**config.mk**
```make
export PLATFORM = sky130hd
export DESIGN_NAME = pbf_phy_buf_if
export DESIGN_NICKNAME = d
export VERILOG_FILES = /design/src/design/pbf_pkg.sv /design/src/design/pbf_phy_buf_if.sv
export SDC_FILE = /design/constraint.sdc
export NUM_CORES = 1
export LEC_CHECK = 0
export ABC_CLOCK_PERIOD_IN_PS = 1800
export BUFFER_PORTS_ARGS = -buffer_cell sky130_fd_sc_hd__buf_2
export CAP_MARGIN = 10
export CORE_MARGIN = 3
export CORE_UTILIZATION = 40
export CTS_BUF_LIST = sky130_fd_sc_hd__clkbuf_8
export CTS_CLUSTER_SIZE = 16
export DETAILED_ROUTE_END_ITERATION = 7
export MAX_ROUTING_LAYER = met4
export PLACE_DENSITY_LB_ADDON = 0.2
export SLEW_MARGIN = 20
export SYNTH_ARGS = -nofsm -noshare
export SYNTH_HDL_FRONTEND = slang
export SYNTH_SLANG_ARGS = --single-unit
export TNS_END_PERCENT = 1
```
**constraint.sdc**
```tcl
create_clock -name CLK -period 1.8 [get_ports CLK]
set_clock_uncertainty 0.15 [all_clocks]
set_input_delay 0.36 -clock CLK [delete_from_list [all_inputs] [get_ports CLK]]
set_output_delay 0.36 -clock CLK [all_outputs]
set_load 0.02 [all_outputs]
```
**src/design/pbf_pkg.sv**
```systemverilog
// constants shared by the physical-layer / buffer-layer interface block
// assumes a single core clock domain and a decoded control-symbol port on the link side
package pbf_pkg;

   // ****************************************************************
   // widths
   // ****************************************************************
   localparam int ACK_W  = 6;
   localparam int BST_W  = 6;
   localparam int DAT_W  = 16;
   localparam int TDAT_W = 32;
   localparam int REG_W  = 32;
   localparam int ADR_W  = 2;
   localparam int CST_W  = 3;

   // ****************************************************************
   // ack id values
   // ****************************************************************
   localparam logic [ACK_W-1:0] ACK_ZERO       = 6'h00;
   localparam logic [ACK_W-1:0] LAST_RST_SHORT = 6'h1F;
   localparam logic [ACK_W-1:0] LAST_RST_LONG  = 6'h3F;
   localparam logic [ACK_W-1:0] STEP_SHORT     = 6'h02;
   localparam logic [ACK_W-1:0] STEP_LONG      = 6'h01;
   localparam logic [ACK_W-1:0] SHORT_MASK     = 6'h3E;
   localparam logic [BST_W-1:0] BST_NONE       = 6'h00;

   // ****************************************************************
   // control symbol codes on the decoded symbol ports
   // ****************************************************************
   localparam logic [CST_W-1:0] CS_ACCEPTED  = 3'h0;
   localparam logic [CST_W-1:0] CS_RETRY     = 3'h1;
   localparam logic [CST_W-1:0] CS_NOT_ACC   = 3'h2;
   localparam logic [CST_W-1:0] CS_STATUS    = 3'h3;
   localparam logic [CST_W-1:0] CS_LINK_RESP = 3'h4;

   // ****************************************************************
   // software registers: index on the plain register port
   // ****************************************************************
   localparam logic [ADR_W-1:0] REG_CTRL = 2'h0;
   localparam logic [ADR_W-1:0] REG_ACK  = 2'h1;
   localparam logic [ADR_W-1:0] REG_BUF  = 2'h2;
   localparam int CTRL_LONG_BIT  = 0;
   localparam int ACK_NEXT_LSB   = 0;
   localparam int ACK_LAST_LSB   = 8;
   localparam int ACK_REWIND_BIT = 16;
   localparam int BUF_REMOTE_LSB = 0;
   localparam int BUF_LOCAL_LSB  = 8;
   localparam logic CTRL_LONG_RST = 1'b0;

   // ****************************************************************
   // state types
   // ****************************************************************
   typedef enum logic [1:0] {RX_IDLE, RX_PKT, RX_DROP} pbf_rx_type;
   typedef enum logic [1:0] {TX_RUN, TX_RETRY_STOP, TX_ERR_STOP} pbf_tx_type;

endpackage : pbf_pkg

```
**src/design/pbf_phy_buf_if.sv**
```systemverilog
// physical-layer side of the buffer interface: flow counts, crc stripping, discontinues, ack ids
// assumes link-side decoders and the buffer layer share CLK; link beats cannot be stalled
//
// Our own choices: the placing of the registers and the address-and-strobe port.
module pbf_phy_buf_if
   import pbf_pkg::*;
(
   input  wire logic              CLK,
   input  wire logic              NRST,
   // register port
   input  wire logic [ADR_W-1:0]  REG_ADDR,
   input  wire logic [REG_W-1:0]  REG_WDATA,
   input  wire logic              REG_WR,
   input  wire logic              REG_RD,
   output logic      [REG_W-1:0]  REG_RDATA,
   // buffer layer flow counts and ack ids
   input  wire logic [BST_W-1:0]  LOCAL_BUF_STAT,
   output logic      [BST_W-1:0]  REMOTE_BUF_STAT,
   output logic      [ACK_W-1:0]  NEXT_TRANSMIT_ACK_ID,
   output logic      [ACK_W-1:0]  LAST_ACK_ID,
   output logic                   REWIND,
   // receive stream to buffer layer
   output logic                   M_AXIS_TVALID,
   input  wire logic              M_AXIS_TREADY,
   output logic      [DAT_W-1:0]  M_AXIS_TDATA,
   output logic                   M_AXIS_TLAST,
   output logic                   M_AXIS_TUSER,
   // transmit stream from buffer layer
   input  wire logic              S_AXIS_TVALID,
   output logic                   S_AXIS_TREADY,
   input  wire logic [TDAT_W-1:0] S_AXIS_TDATA,
   input  wire logic              S_AXIS_TLAST,
   input  wire logic              S_AXIS_TUSER,
   // received packet halfwords from the link decoder
   input  wire logic              LNK_RX_VALID,
   input  wire logic [DAT_W-1:0]  LNK_RX_DATA,
   input  wire logic              LNK_RX_LAST,
   input  wire logic              LNK_RX_ICRC,
   input  wire logic              LNK_RX_FCRC,
   input  wire logic              LNK_RX_USERDEF,
   input  wire logic              LNK_RX_ERR,
   // transmit beats to the link encoder
   output logic                   LNK_TX_VALID,
   output logic      [TDAT_W-1:0] LNK_TX_DATA,
   output logic                   LNK_TX_LAST,
   output logic      [ACK_W-1:0]  LNK_TX_ACKID,
   output logic                   LNK_TX_STOMP,
   // decoded incoming control symbols
   input  wire logic              CS_RX_VALID,
   input  wire logic [CST_W-1:0]  CS_RX_TYPE,
   input  wire logic [ACK_W-1:0]  CS_RX_ACKID,
   input  wire logic [BST_W-1:0]  CS_RX_BUFSTAT,
   input  wire logic              CS_RX_ERR,
   // outgoing control symbol requests
   output logic                   CS_TX_VALID,
   output logic      [CST_W-1:0]  CS_TX_TYPE,
   output logic      [ACK_W-1:0]  CS_TX_ACKID,
   output logic      [BST_W-1:0]  CS_TX_BUFSTAT
);

   // ****************************************************************
   // declarations
   // ****************************************************************
   logic             long_r;
   logic [ACK_W-1:0] next_r, last_r, rx_ack_r, ack_mask, ack_step;
   logic             rewind_r, tx_sent_r, tready_r;
   pbf_tx_type       tx_st_r;
   pbf_rx_type       rx_st_r;
   logic             hold_v_r;
   logic [DAT_W-1:0] hold_d_r;
   logic             cs_ok, tx_beat, tx_end, tx_abort, rx_keep, rx_full, rx_bad;
   logic             mode_wr;

   assign ack_mask = long_r ? 6'h3F : SHORT_MASK;
   assign ack_step = long_r ? STEP_LONG : STEP_SHORT;
   assign cs_ok    = CS_RX_VALID && !CS_RX_ERR;
   assign tx_beat  = S_AXIS_TVALID && tready_r;
   assign tx_end   = tx_beat && S_AXIS_TLAST;
   assign tx_abort = tx_end && S_AXIS_TUSER;
   assign mode_wr  = REG_WR && REG_ADDR == REG_CTRL;
   // crc and pad halfwords are flagged by the decoder; last halfword is never payload
   assign rx_keep  = !LNK_RX_ICRC && !(LNK_RX_FCRC && !LNK_RX_USERDEF)
                     && !(LNK_RX_USERDEF && LNK_RX_LAST);
   assign rx_full  = M_AXIS_TVALID && !M_AXIS_TREADY;
   assign rx_bad   = LNK_RX_ERR || (rx_full && rx_keep && hold_v_r);

   // ****************************************************************
   // register port
   // ****************************************************************
   // mode register; any write re-seeds the next and last ack ids, but not the receive ack id
   always_ff @(posedge CLK or negedge NRST) begin
      if (!NRST) begin
         long_r <= CTRL_LONG_RST;
      end else if (mode_wr) begin
         long_r <= REG_WDATA[CTRL_LONG_BIT];
      end
   end

   // read data valid only the cycle after the read strobe
   always_ff @(posedge CLK or negedge NRST) begin
      if (!NRST) begin
         REG_RDATA <= '0;
      end else begin
         REG_RDATA <= '0;
         if (REG_RD) begin
            unique case (REG_ADDR)
               REG_CTRL: REG_RDATA[CTRL_LONG_BIT] <= long_r;
               REG_ACK: begin
                  REG_RDATA[ACK_NEXT_LSB +: ACK_W] <= next_r;
                  REG_RDATA[ACK_LAST_LSB +: ACK_W] <= last_r;
                  REG_RDATA[ACK_REWIND_BIT]        <= rewind_r;
               end
               REG_BUF: begin
                  REG_RDATA[BUF_REMOTE_LSB +: BST_W] <= REMOTE_BUF_STAT;
                  REG_RDATA[BUF_LOCAL_LSB +: BST_W]  <= LOCAL_BUF_STAT;
               end
               default: REG_RDATA <= '0;                            // unmapped index reads zero
            endcase
         end
      end
   end

   // ****************************************************************
   // transmit ack id tracking and restart request
   // ****************************************************************
   // recovery state: retry stops until the buffer layer closes its packet
   always_ff @(posedge CLK or negedge NRST) begin
      if (!NRST) begin
         tx_st_r <= TX_RUN;
      end else if (cs_ok && CS_RX_TYPE == CS_RETRY) begin
         tx_st_r <= TX_RETRY_STOP;
      end else if (cs_ok && CS_RX_TYPE == CS_NOT_ACC) begin
         tx_st_r <= TX_ERR_STOP;
      end else if (tx_st_r == TX_RETRY_STOP && tx_end) begin
         tx_st_r <= TX_RUN;
      end else if (tx_st_r == TX_ERR_STOP && cs_ok && CS_RX_TYPE == CS_LINK_RESP) begin
         tx_st_r <= TX_RUN;
      end
   end

   // restart request; a new cause in the closing cycle wins over the clear
   always_ff @(posedge CLK or negedge NRST) begin
      if (!NRST) begin
         rewind_r <= 1'b0;
      end else if (cs_ok && (CS_RX_TYPE == CS_RETRY || CS_RX_TYPE == CS_NOT_ACC)) begin
         rewind_r <= 1'b1;
      end else if (tx_end) begin
         rewind_r <= 1'b0;
      end
   end

   // next ack id: advance on a good end, hold on abort, reload on recovery
   always_ff @(posedge CLK or negedge NRST) begin
      if (!NRST) begin
         next_r <= ACK_ZERO;
      end else if (mode_wr) begin
         next_r <= ACK_ZERO;
      end else if (cs_ok && (CS_RX_TYPE == CS_RETRY || CS_RX_TYPE == CS_LINK_RESP)) begin
         next_r <= CS_RX_ACKID & ack_mask;
      end else if (tx_end && !tx_abort && !rewind_r) begin
         next_r <= next_r + ack_step;
      end
   end

   // last acknowledged id; errored symbols leave it alone
   always_ff @(posedge CLK or negedge NRST) begin
      if (!NRST) begin
         last_r <= LAST_RST_SHORT;
      end else if (mode_wr) begin
         last_r <= REG_WDATA[CTRL_LONG_BIT] ? LAST_RST_LONG : LAST_RST_SHORT;
      end else if (cs_ok && CS_RX_TYPE == CS_ACCEPTED) begin
         last_r <= CS_RX_ACKID & ack_mask;
      end else if (cs_ok && CS_RX_TYPE == CS_LINK_RESP) begin
         last_r <= (CS_RX_ACKID - ack_step) & ack_mask;
      end
   end

   // remote free count from accepted, retry and status symbols
   always_ff @(posedge CLK or negedge NRST) begin
      if (!NRST) begin
         REMOTE_BUF_STAT <= BST_NONE;
      end else if (cs_ok && (CS_RX_TYPE == CS_ACCEPTED || CS_RX_TYPE == CS_RETRY
                             || CS_RX_TYPE == CS_STATUS)) begin
         REMOTE_BUF_STAT <= CS_RX_BUFSTAT;
      end
   end

   assign NEXT_TRANSMIT_ACK_ID = next_r;
   assign LAST_ACK_ID          = last_r;
   assign REWIND               = rewind_r;
   assign S_AXIS_TREADY        = tready_r;

   // ****************************************************************
   // transmit stream forwarding
   // ****************************************************************
   // ready stays high so the closing beat always arrives; beats under rewind are dropped
   always_ff @(posedge CLK or negedge NRST) begin
      if (!NRST) begin
         tready_r <= 1'b0;
      end else begin
         tready_r <= 1'b1;
      end
   end

   // forward beats with the ack id header; stomp a partly sent aborted packet
   always_ff @(posedge CLK or negedge NRST) begin
      if (!NRST) begin
         LNK_TX_VALID <= 1'b0;
         LNK_TX_DATA  <= '0;
         LNK_TX_LAST  <= 1'b0;
         LNK_TX_ACKID <= ACK_ZERO;
         LNK_TX_STOMP <= 1'b0;
         tx_sent_r    <= 1'b0;
      end else begin
         LNK_TX_VALID <= tx_beat && !rewind_r && !tx_abort;
         LNK_TX_DATA  <= S_AXIS_TDATA;
         LNK_TX_LAST  <= tx_end;
         LNK_TX_ACKID <= next_r;
         LNK_TX_STOMP <= (tx_abort || (tx_end && rewind_r)) && tx_sent_r;
         if (tx_end) begin
            tx_sent_r <= 1'b0;
         end else if (tx_beat && !rewind_r) begin
            tx_sent_r <= 1'b1;
         end
      end
   end

   // ****************************************************************
   // receive path: crc stripping, discard and abort
   // ****************************************************************
   // one halfword is held back so the payload end can be marked once crc is dropped
   always_ff @(posedge CLK or negedge NRST) begin
      if (!NRST) begin
         rx_st_r       <= RX_IDLE;
         hold_v_r      <= 1'b0;
         hold_d_r      <= '0;
         M_AXIS_TVALID <= 1'b0;
         M_AXIS_TDATA  <= '0;
         M_AXIS_TLAST  <= 1'b0;
         M_AXIS_TUSER  <= 1'b0;
      end else begin
         if (M_AXIS_TVALID && M_AXIS_TREADY) begin
            M_AXIS_TVALID <= 1'b0;
         end
         if (LNK_RX_VALID) begin
            unique case (rx_st_r)
               RX_IDLE, RX_PKT: begin
                  if (rx_st_r == RX_IDLE && LOCAL_BUF_STAT == BST_NONE) begin
                     rx_st_r <= LNK_RX_LAST ? RX_IDLE : RX_DROP;
                  end else if (rx_bad) begin
                     // abort beat replaces any stuck beat; the packet is void anyway
                     M_AXIS_TVALID <= 1'b1;
                     M_AXIS_TDATA  <= hold_d_r;
                     M_AXIS_TLAST  <= 1'b1;
                     M_AXIS_TUSER  <= 1'b1;
                     hold_v_r      <= 1'b0;
                     rx_st_r       <= LNK_RX_LAST ? RX_IDLE : RX_DROP;
                  end else if (LNK_RX_LAST) begin
                     M_AXIS_TVALID <= hold_v_r;
                     M_AXIS_TDATA  <= hold_d_r;
                     M_AXIS_TLAST  <= 1'b1;
                     M_AXIS_TUSER  <= 1'b0;
                     hold_v_r      <= 1'b0;
                     rx_st_r       <= RX_IDLE;
                  end else begin
                     rx_st_r <= RX_PKT;
                     if (rx_keep) begin
                        M_AXIS_TVALID <= hold_v_r;
                        M_AXIS_TDATA  <= hold_d_r;
                        M_AXIS_TLAST  <= 1'b0;
                        M_AXIS_TUSER  <= 1'b0;
                        hold_v_r      <= 1'b1;
                        hold_d_r      <= LNK_RX_DATA;
                     end
                  end
               end
               RX_DROP: begin
                  if (LNK_RX_LAST) begin
                     rx_st_r <= RX_IDLE;
                  end
               end
               default: rx_st_r <= RX_IDLE;
            endcase
         end
      end
   end

   // ****************************************************************
   // outgoing control symbols for received packets
   // ****************************************************************
   // every symbol carries the buffer layer's free count as sampled now
   always_ff @(posedge CLK or negedge NRST) begin
      if (!NRST) begin
         CS_TX_VALID   <= 1'b0;
         CS_TX_TYPE    <= CS_ACCEPTED;
         CS_TX_ACKID   <= ACK_ZERO;
         CS_TX_BUFSTAT <= BST_NONE;
         rx_ack_r      <= ACK_ZERO;
      end else begin
         CS_TX_VALID   <= 1'b0;
         CS_TX_ACKID   <= rx_ack_r;
         CS_TX_BUFSTAT <= LOCAL_BUF_STAT;
         if (LNK_RX_VALID && rx_st_r != RX_DROP) begin
            if (rx_st_r == RX_IDLE && LOCAL_BUF_STAT == BST_NONE) begin
               CS_TX_VALID <= 1'b1;
               CS_TX_TYPE  <= CS_RETRY;
            end else if (rx_bad) begin
               CS_TX_VALID <= 1'b1;
               CS_TX_TYPE  <= LNK_RX_ERR ? CS_NOT_ACC : CS_RETRY;
            end else if (LNK_RX_LAST) begin
               CS_TX_VALID <= 1'b1;
               CS_TX_TYPE  <= CS_ACCEPTED;
               rx_ack_r    <= (rx_ack_r + ack_step) & ack_mask;
            end
         end
      end
   end
endmodule // pbf_phy_buf_if

```
==> load_flow_metrics.sql <==
INSERT INTO impl_metrics (metric_group, metric, value, unit) VALUES
('outcome', 'run_status', 'finished with violations', ''),
('outcome', 'violations_in_the_final_reports', 'negative setup slack', ''),
('timing', 'rsz_0062_raised_after_global_routing', 'true', ''),
('placement', 'placement.io_buffers', '195', ''),
('clock_tree', 'cts_root_buffer', 'clkbuf_8', ''),
('detailed_routing', 'detail_route.wirelength', '13300', 'um'),
('cells_and_area', 'final_layout_size_suffix_gt1_share', '46.0', '%'),
('detailed_routing', 'final_antenna_net_count', '0', ''),
('clock_tree', 'tritoncts_clock_tree', 'done', ''),
('global_route', 'vias_in_the_first_global_route', '4192', ''),
('run', 'max-cap-violations', '0', ''),
('global_route', 'grt_util_all_layers', '19.6', '%'),
('logic_synthesis', 'synth-edff-count', '0', ''),
('cells_and_area', 'post-route-util', '61.1', '%'),
('timing', 'drv_slew', '0', ''),
('logic_synthesis', 'yosys_most_used_dff', 'dfrtp_1', ''),
('clock_tree', 'cts_made_buffers', '17', ''),
('logic_synthesis', 'asyncSetResetFlopFracSynth', '100', '%'),
('cells_and_area', 'syn_to_final_growth', '48.5', '%'),
('worst_setup_path', 'r2r_start', 'long_r$_DFFE_PN0P_', ''),
('power', 'internal-power', '0.00615', 'W'),
('worst_setup_path', 'startpoint', 'long_r$_DFFE_PN0P_', ''),
('floorplanning', 'io_pins', '247', ''),
('timing', 'hold_viol', '0', ''),
('power', 'p_sw_share', '31.0', '%'),
('power', 'power.density', '1150', 'mW/mm^2'),
('worst_setup_path', 'timing.setup.critical_path_class', 'reg -> reg', ''),
('timing', 'final_cycle_share', '105', '%'),
('power', 'clock_power_share', '28.9', '%'),
('detailed_routing', 'avg_vias_per_cell', '4.63', ''),
('power', 'power.combinational.fraction', '26.0', '%'),
('clock_tree', 'worst_setup_hold_path_clk_slew', '80', 'ps'),
('logic_synthesis', 'synth.area.top_cells', 'dfrtp_1 62%, mux2_2 8.2%, buf_4 3.0%', ''),
('worst_setup_path', 'cp_slowest_cell', 'dfrtp_2', ''),
('detailed_routing', 'drc', '0', ''),
('logic_synthesis', 'synth_largest_area_cell', 'dfrtp_1', ''),
('floorplanning', 'fp.coreArea', '0.0127', 'sq mm'),
('hold_path', 'hold_path.class', 'in -> reg', ''),
('cells_and_area', 'nNetsFinal', '815', ''),
('clock_tree', 'clk-insertion-delay-late', '430', 'ps'),
('power', 'power.sequential.fraction', '45.1', '%'),
('global_route', 'grt_max_degree', '40', ''),
('worst_setup_path', 'reg2reg_depth', '6', ''),
('detailed_routing', 'detail_route.first_pass.iterations', '4', ''),
('clock_tree', 'clkSinkCount', '135', ''),
('timing', 'worst_slew_margin_rel', '54.0', '%'),
('worst_setup_path', 'critPathCaptureType', 'flip-flop', ''),
('clock_tree', 'cts-root-to-sink-buffers', '2', ''),
('timing', 'period_minus_slack', '1890', 'ps'),
('logic_synthesis', 'syn_avg_cell_area', '13.7', 'sq um'),
('placement', 'place_congestion', '0.840', ''),
('worst_setup_path', 'reg2reg_setup_slack', '-90', 'ps'),
('logic_synthesis', 'synth_cells', '382', ''),
('cells_and_area', 'antenna_diode_count', '0', ''),
('global_route', 'grt_pass1_wl', '21200', 'um'),
('clock_tree', 'ctsHtreeMaxLevel', '4', ''),
('worst_setup_path', 'cp_slowest_stage_delay', '460', 'ps'),
('worst_setup_path', 'worstSetupEndpoint', 'LAST_ACK_ID[5]$_DFFE_PN0P_', ''),
('detailed_routing', 'dr_total_vias', '4024', ''),
('logic_synthesis', 'post_synthesis_instance_area', '0.00524', 'sq mm'),
('floorplanning', 'floorplan.rows', '41', ''),
('cells_and_area', 'filler_cell_count', '1012', ''),
('timing', 'worstMarginPinSlew', '686', 'ps'),
('worst_setup_path', 'worst_setup_path_start_kind', 'flip-flop', ''),
('timing', 'setup_ws', '-86.4', 'ps'),
('worst_setup_path', 'critical_path_peak_fanout', '7', ''),
('power', 'totalPowerFinal', '0.00891', 'W'),
('timing', 'setup_viol', '23', ''),
('logic_synthesis', 'total_of_flip_flops_plus_latches_after_synthesis', '135', ''),
('floorplanning', 'die-width', '120', 'um'),
('floorplanning', 'die-area', '0.0145', 'sq mm');
## timing repair
action,in CTS,in global routing
buffers inserted,0,0
endpoints found under the hold margin,118,1
hold buffers,61,1
resized for setup,8,20
pin swaps,3,0
setup endpoints to repair,37,47
## stage by stage
stage	TNS (ps)	setup slack (ps)	cells	hold WS, ps	instance area, sq um
2_1_floorplan	-522	-24.7	401	-85.6	5310
3_3_place_gp	-5600	-184	776	133	6630
3_5_place_dp	-5720	-196	776	136	6630
4_1_cts	-586	-83.4	869	1.38	7690
5_1_grt	-2770	-193	870	0.668	7780
6_report	-407	-86.4	870	36.1	7780
## worst min path at each step
stage / from / end / cells after the start
finish: LOCAL_BUF_STAT[5] / CS_TX_BUFSTAT[5]$_DFF_PN0_ / 2
global route: LOCAL_BUF_STAT[5] / CS_TX_BUFSTAT[5]$_DFF_PN0_ / 2
CTS: LNK_RX_DATA[4] / hold_d_r[4]$_DFFE_PN0P_ / 2
floorplan: NRST / CS_TX_ACKID[0]$_DFF_PN0_ / 0
detailed placement: NRST / M_AXIS_TDATA[11]$_DFFE_PN0P_ / 1
global placement: NRST / M_AXIS_TDATA[11]$_DFFE_PN0P_ / 1
## registers in the layout, summed over array words and instances (netlist names), 2 cells and up
name and flops:
rx_st_r 2, REMOTE_BUF_STAT 6, CS_TX_TYPE 2, LAST_ACK_ID 6
CS_TX_BUFSTAT 6, REG_RDATA 13, hold_d_r 16, rx_ack_r 6
M_AXIS_TDATA 16, LNK_TX_ACKID 6, NEXT_TRANSMIT_ACK_ID 6, CS_TX_ACKID 6
LNK_TX_DATA 32
## layer usage
metal,wire [um],track usage [%]
met5,0,-
met3,909,5.29
met4,201,6.59
met1,5680,23.8
met2,6470,31.8
## final cells by class
| cell class | instances | area [sq um] | area share [%] |
|---|---|---|---|
| Sequential cell | 135 | 3390 | 43.5 |
| Timing Repair Buffer | 295 | 1950 | 25.1 |
| Multi-Input combinational cell | 224 | 1760 | 22.7 |
| Clock buffer | 19 | 262 | 3.36 |
| Tap cell | 172 | 215 | 2.77 |
| Clock inverter | 13 | 156 | 2.01 |
| Inverter | 12 | 45.0 | 0.579 |
## kinds of logic after synthesis
| group | after synthesis | synth area share, % |
|---|---|---|
| compound gates | 57 | 7.55 |
| xor+xnor | 15 | 2.51 |
| fa+ha+maj | 11 | 3.06 |
| buf+inv | 42 | 5.11 |
| flops | 135 | 64.6 |
| mux | 43 | 9.15 |
| other cells | 2 | 0.143 |
| simple gates | 77 | 7.86 |
## critical path, delay by kind of cell, from the launching register on
kind / cells / cell delay (ps)
AOI/OAI and AO/OA: 2 / 330
muxes: 1 / 90
DFF: 1 / 460
and+or+nand+nor: 1 / 390
xor gates and xnor gates: 1 / 200
adders and majority gates: 1 / 190
## placed cells by master (no fill, tap or decap), types with 4 or more instances in the layout
master / instances
mux2i_1: 4
mux2_4: 19
o21ai_0: 14
and3_1: 4
dlygate4sd3_1: 62
nand2b_1: 6
inv_1: 14
ha_1: 7
buf_12: 5
xor2_1: 8
o211ai_1: 4
dfrtp_1: 129
nand2_1: 20
nor2_1: 19
a22oi_1: 11
a21oi_1: 9
dfstp_2: 5
xnor2_1: 7
nand3_1: 6
conb_1: 21
buf_4: 33
buf_2: 194
mux2_2: 19
clkbuf_8: 19
## power groups by stage
stage	clock, W	combinational [W]	sequential (W)
floorplan	0	0.000740	0.00452
global placement	0	0.00208	0.00403
detailed placement	0	0.00212	0.00407
CTS	0.00266	0.00226	0.00401
global route	0.00279	0.00252	0.00410
finish	0.00258	0.00232	0.00402
## Yosys cell counts (2+ instances only)
| cell type | n |
|---|---|
| inv_1 | 12 |
| nor4_2 | 2 |
| a22oi_1 | 11 |
| a21o_1 | 2 |
| nand3_1 | 6 |
| and3_1 | 4 |
| nand2b_1 | 6 |
| mux2i_1 | 4 |
| xnor2_1 | 7 |
| conb_1 | 2 |
| buf_6 | 4 |
| dfrtp_1 | 130 |
| clkbuf_1 | 4 |
| a21oi_1 | 10 |
| fa_1 | 3 |
| ha_1 | 8 |
| nor3b_1 | 5 |
| o21ai_1 | 2 |
| o21ai_0 | 14 |
| and2_1 | 3 |
| nand2_1 | 20 |
| o211ai_1 | 4 |
| buf_4 | 21 |
| or3_1 | 2 |
| xor2_1 | 8 |
| nor2_1 | 19 |
| mux2_2 | 38 |
| nor3_1 | 2 |
| dfstp_2 | 5 |
| nor2b_1 | 2 |
Power figures use the tool's default switching activity.
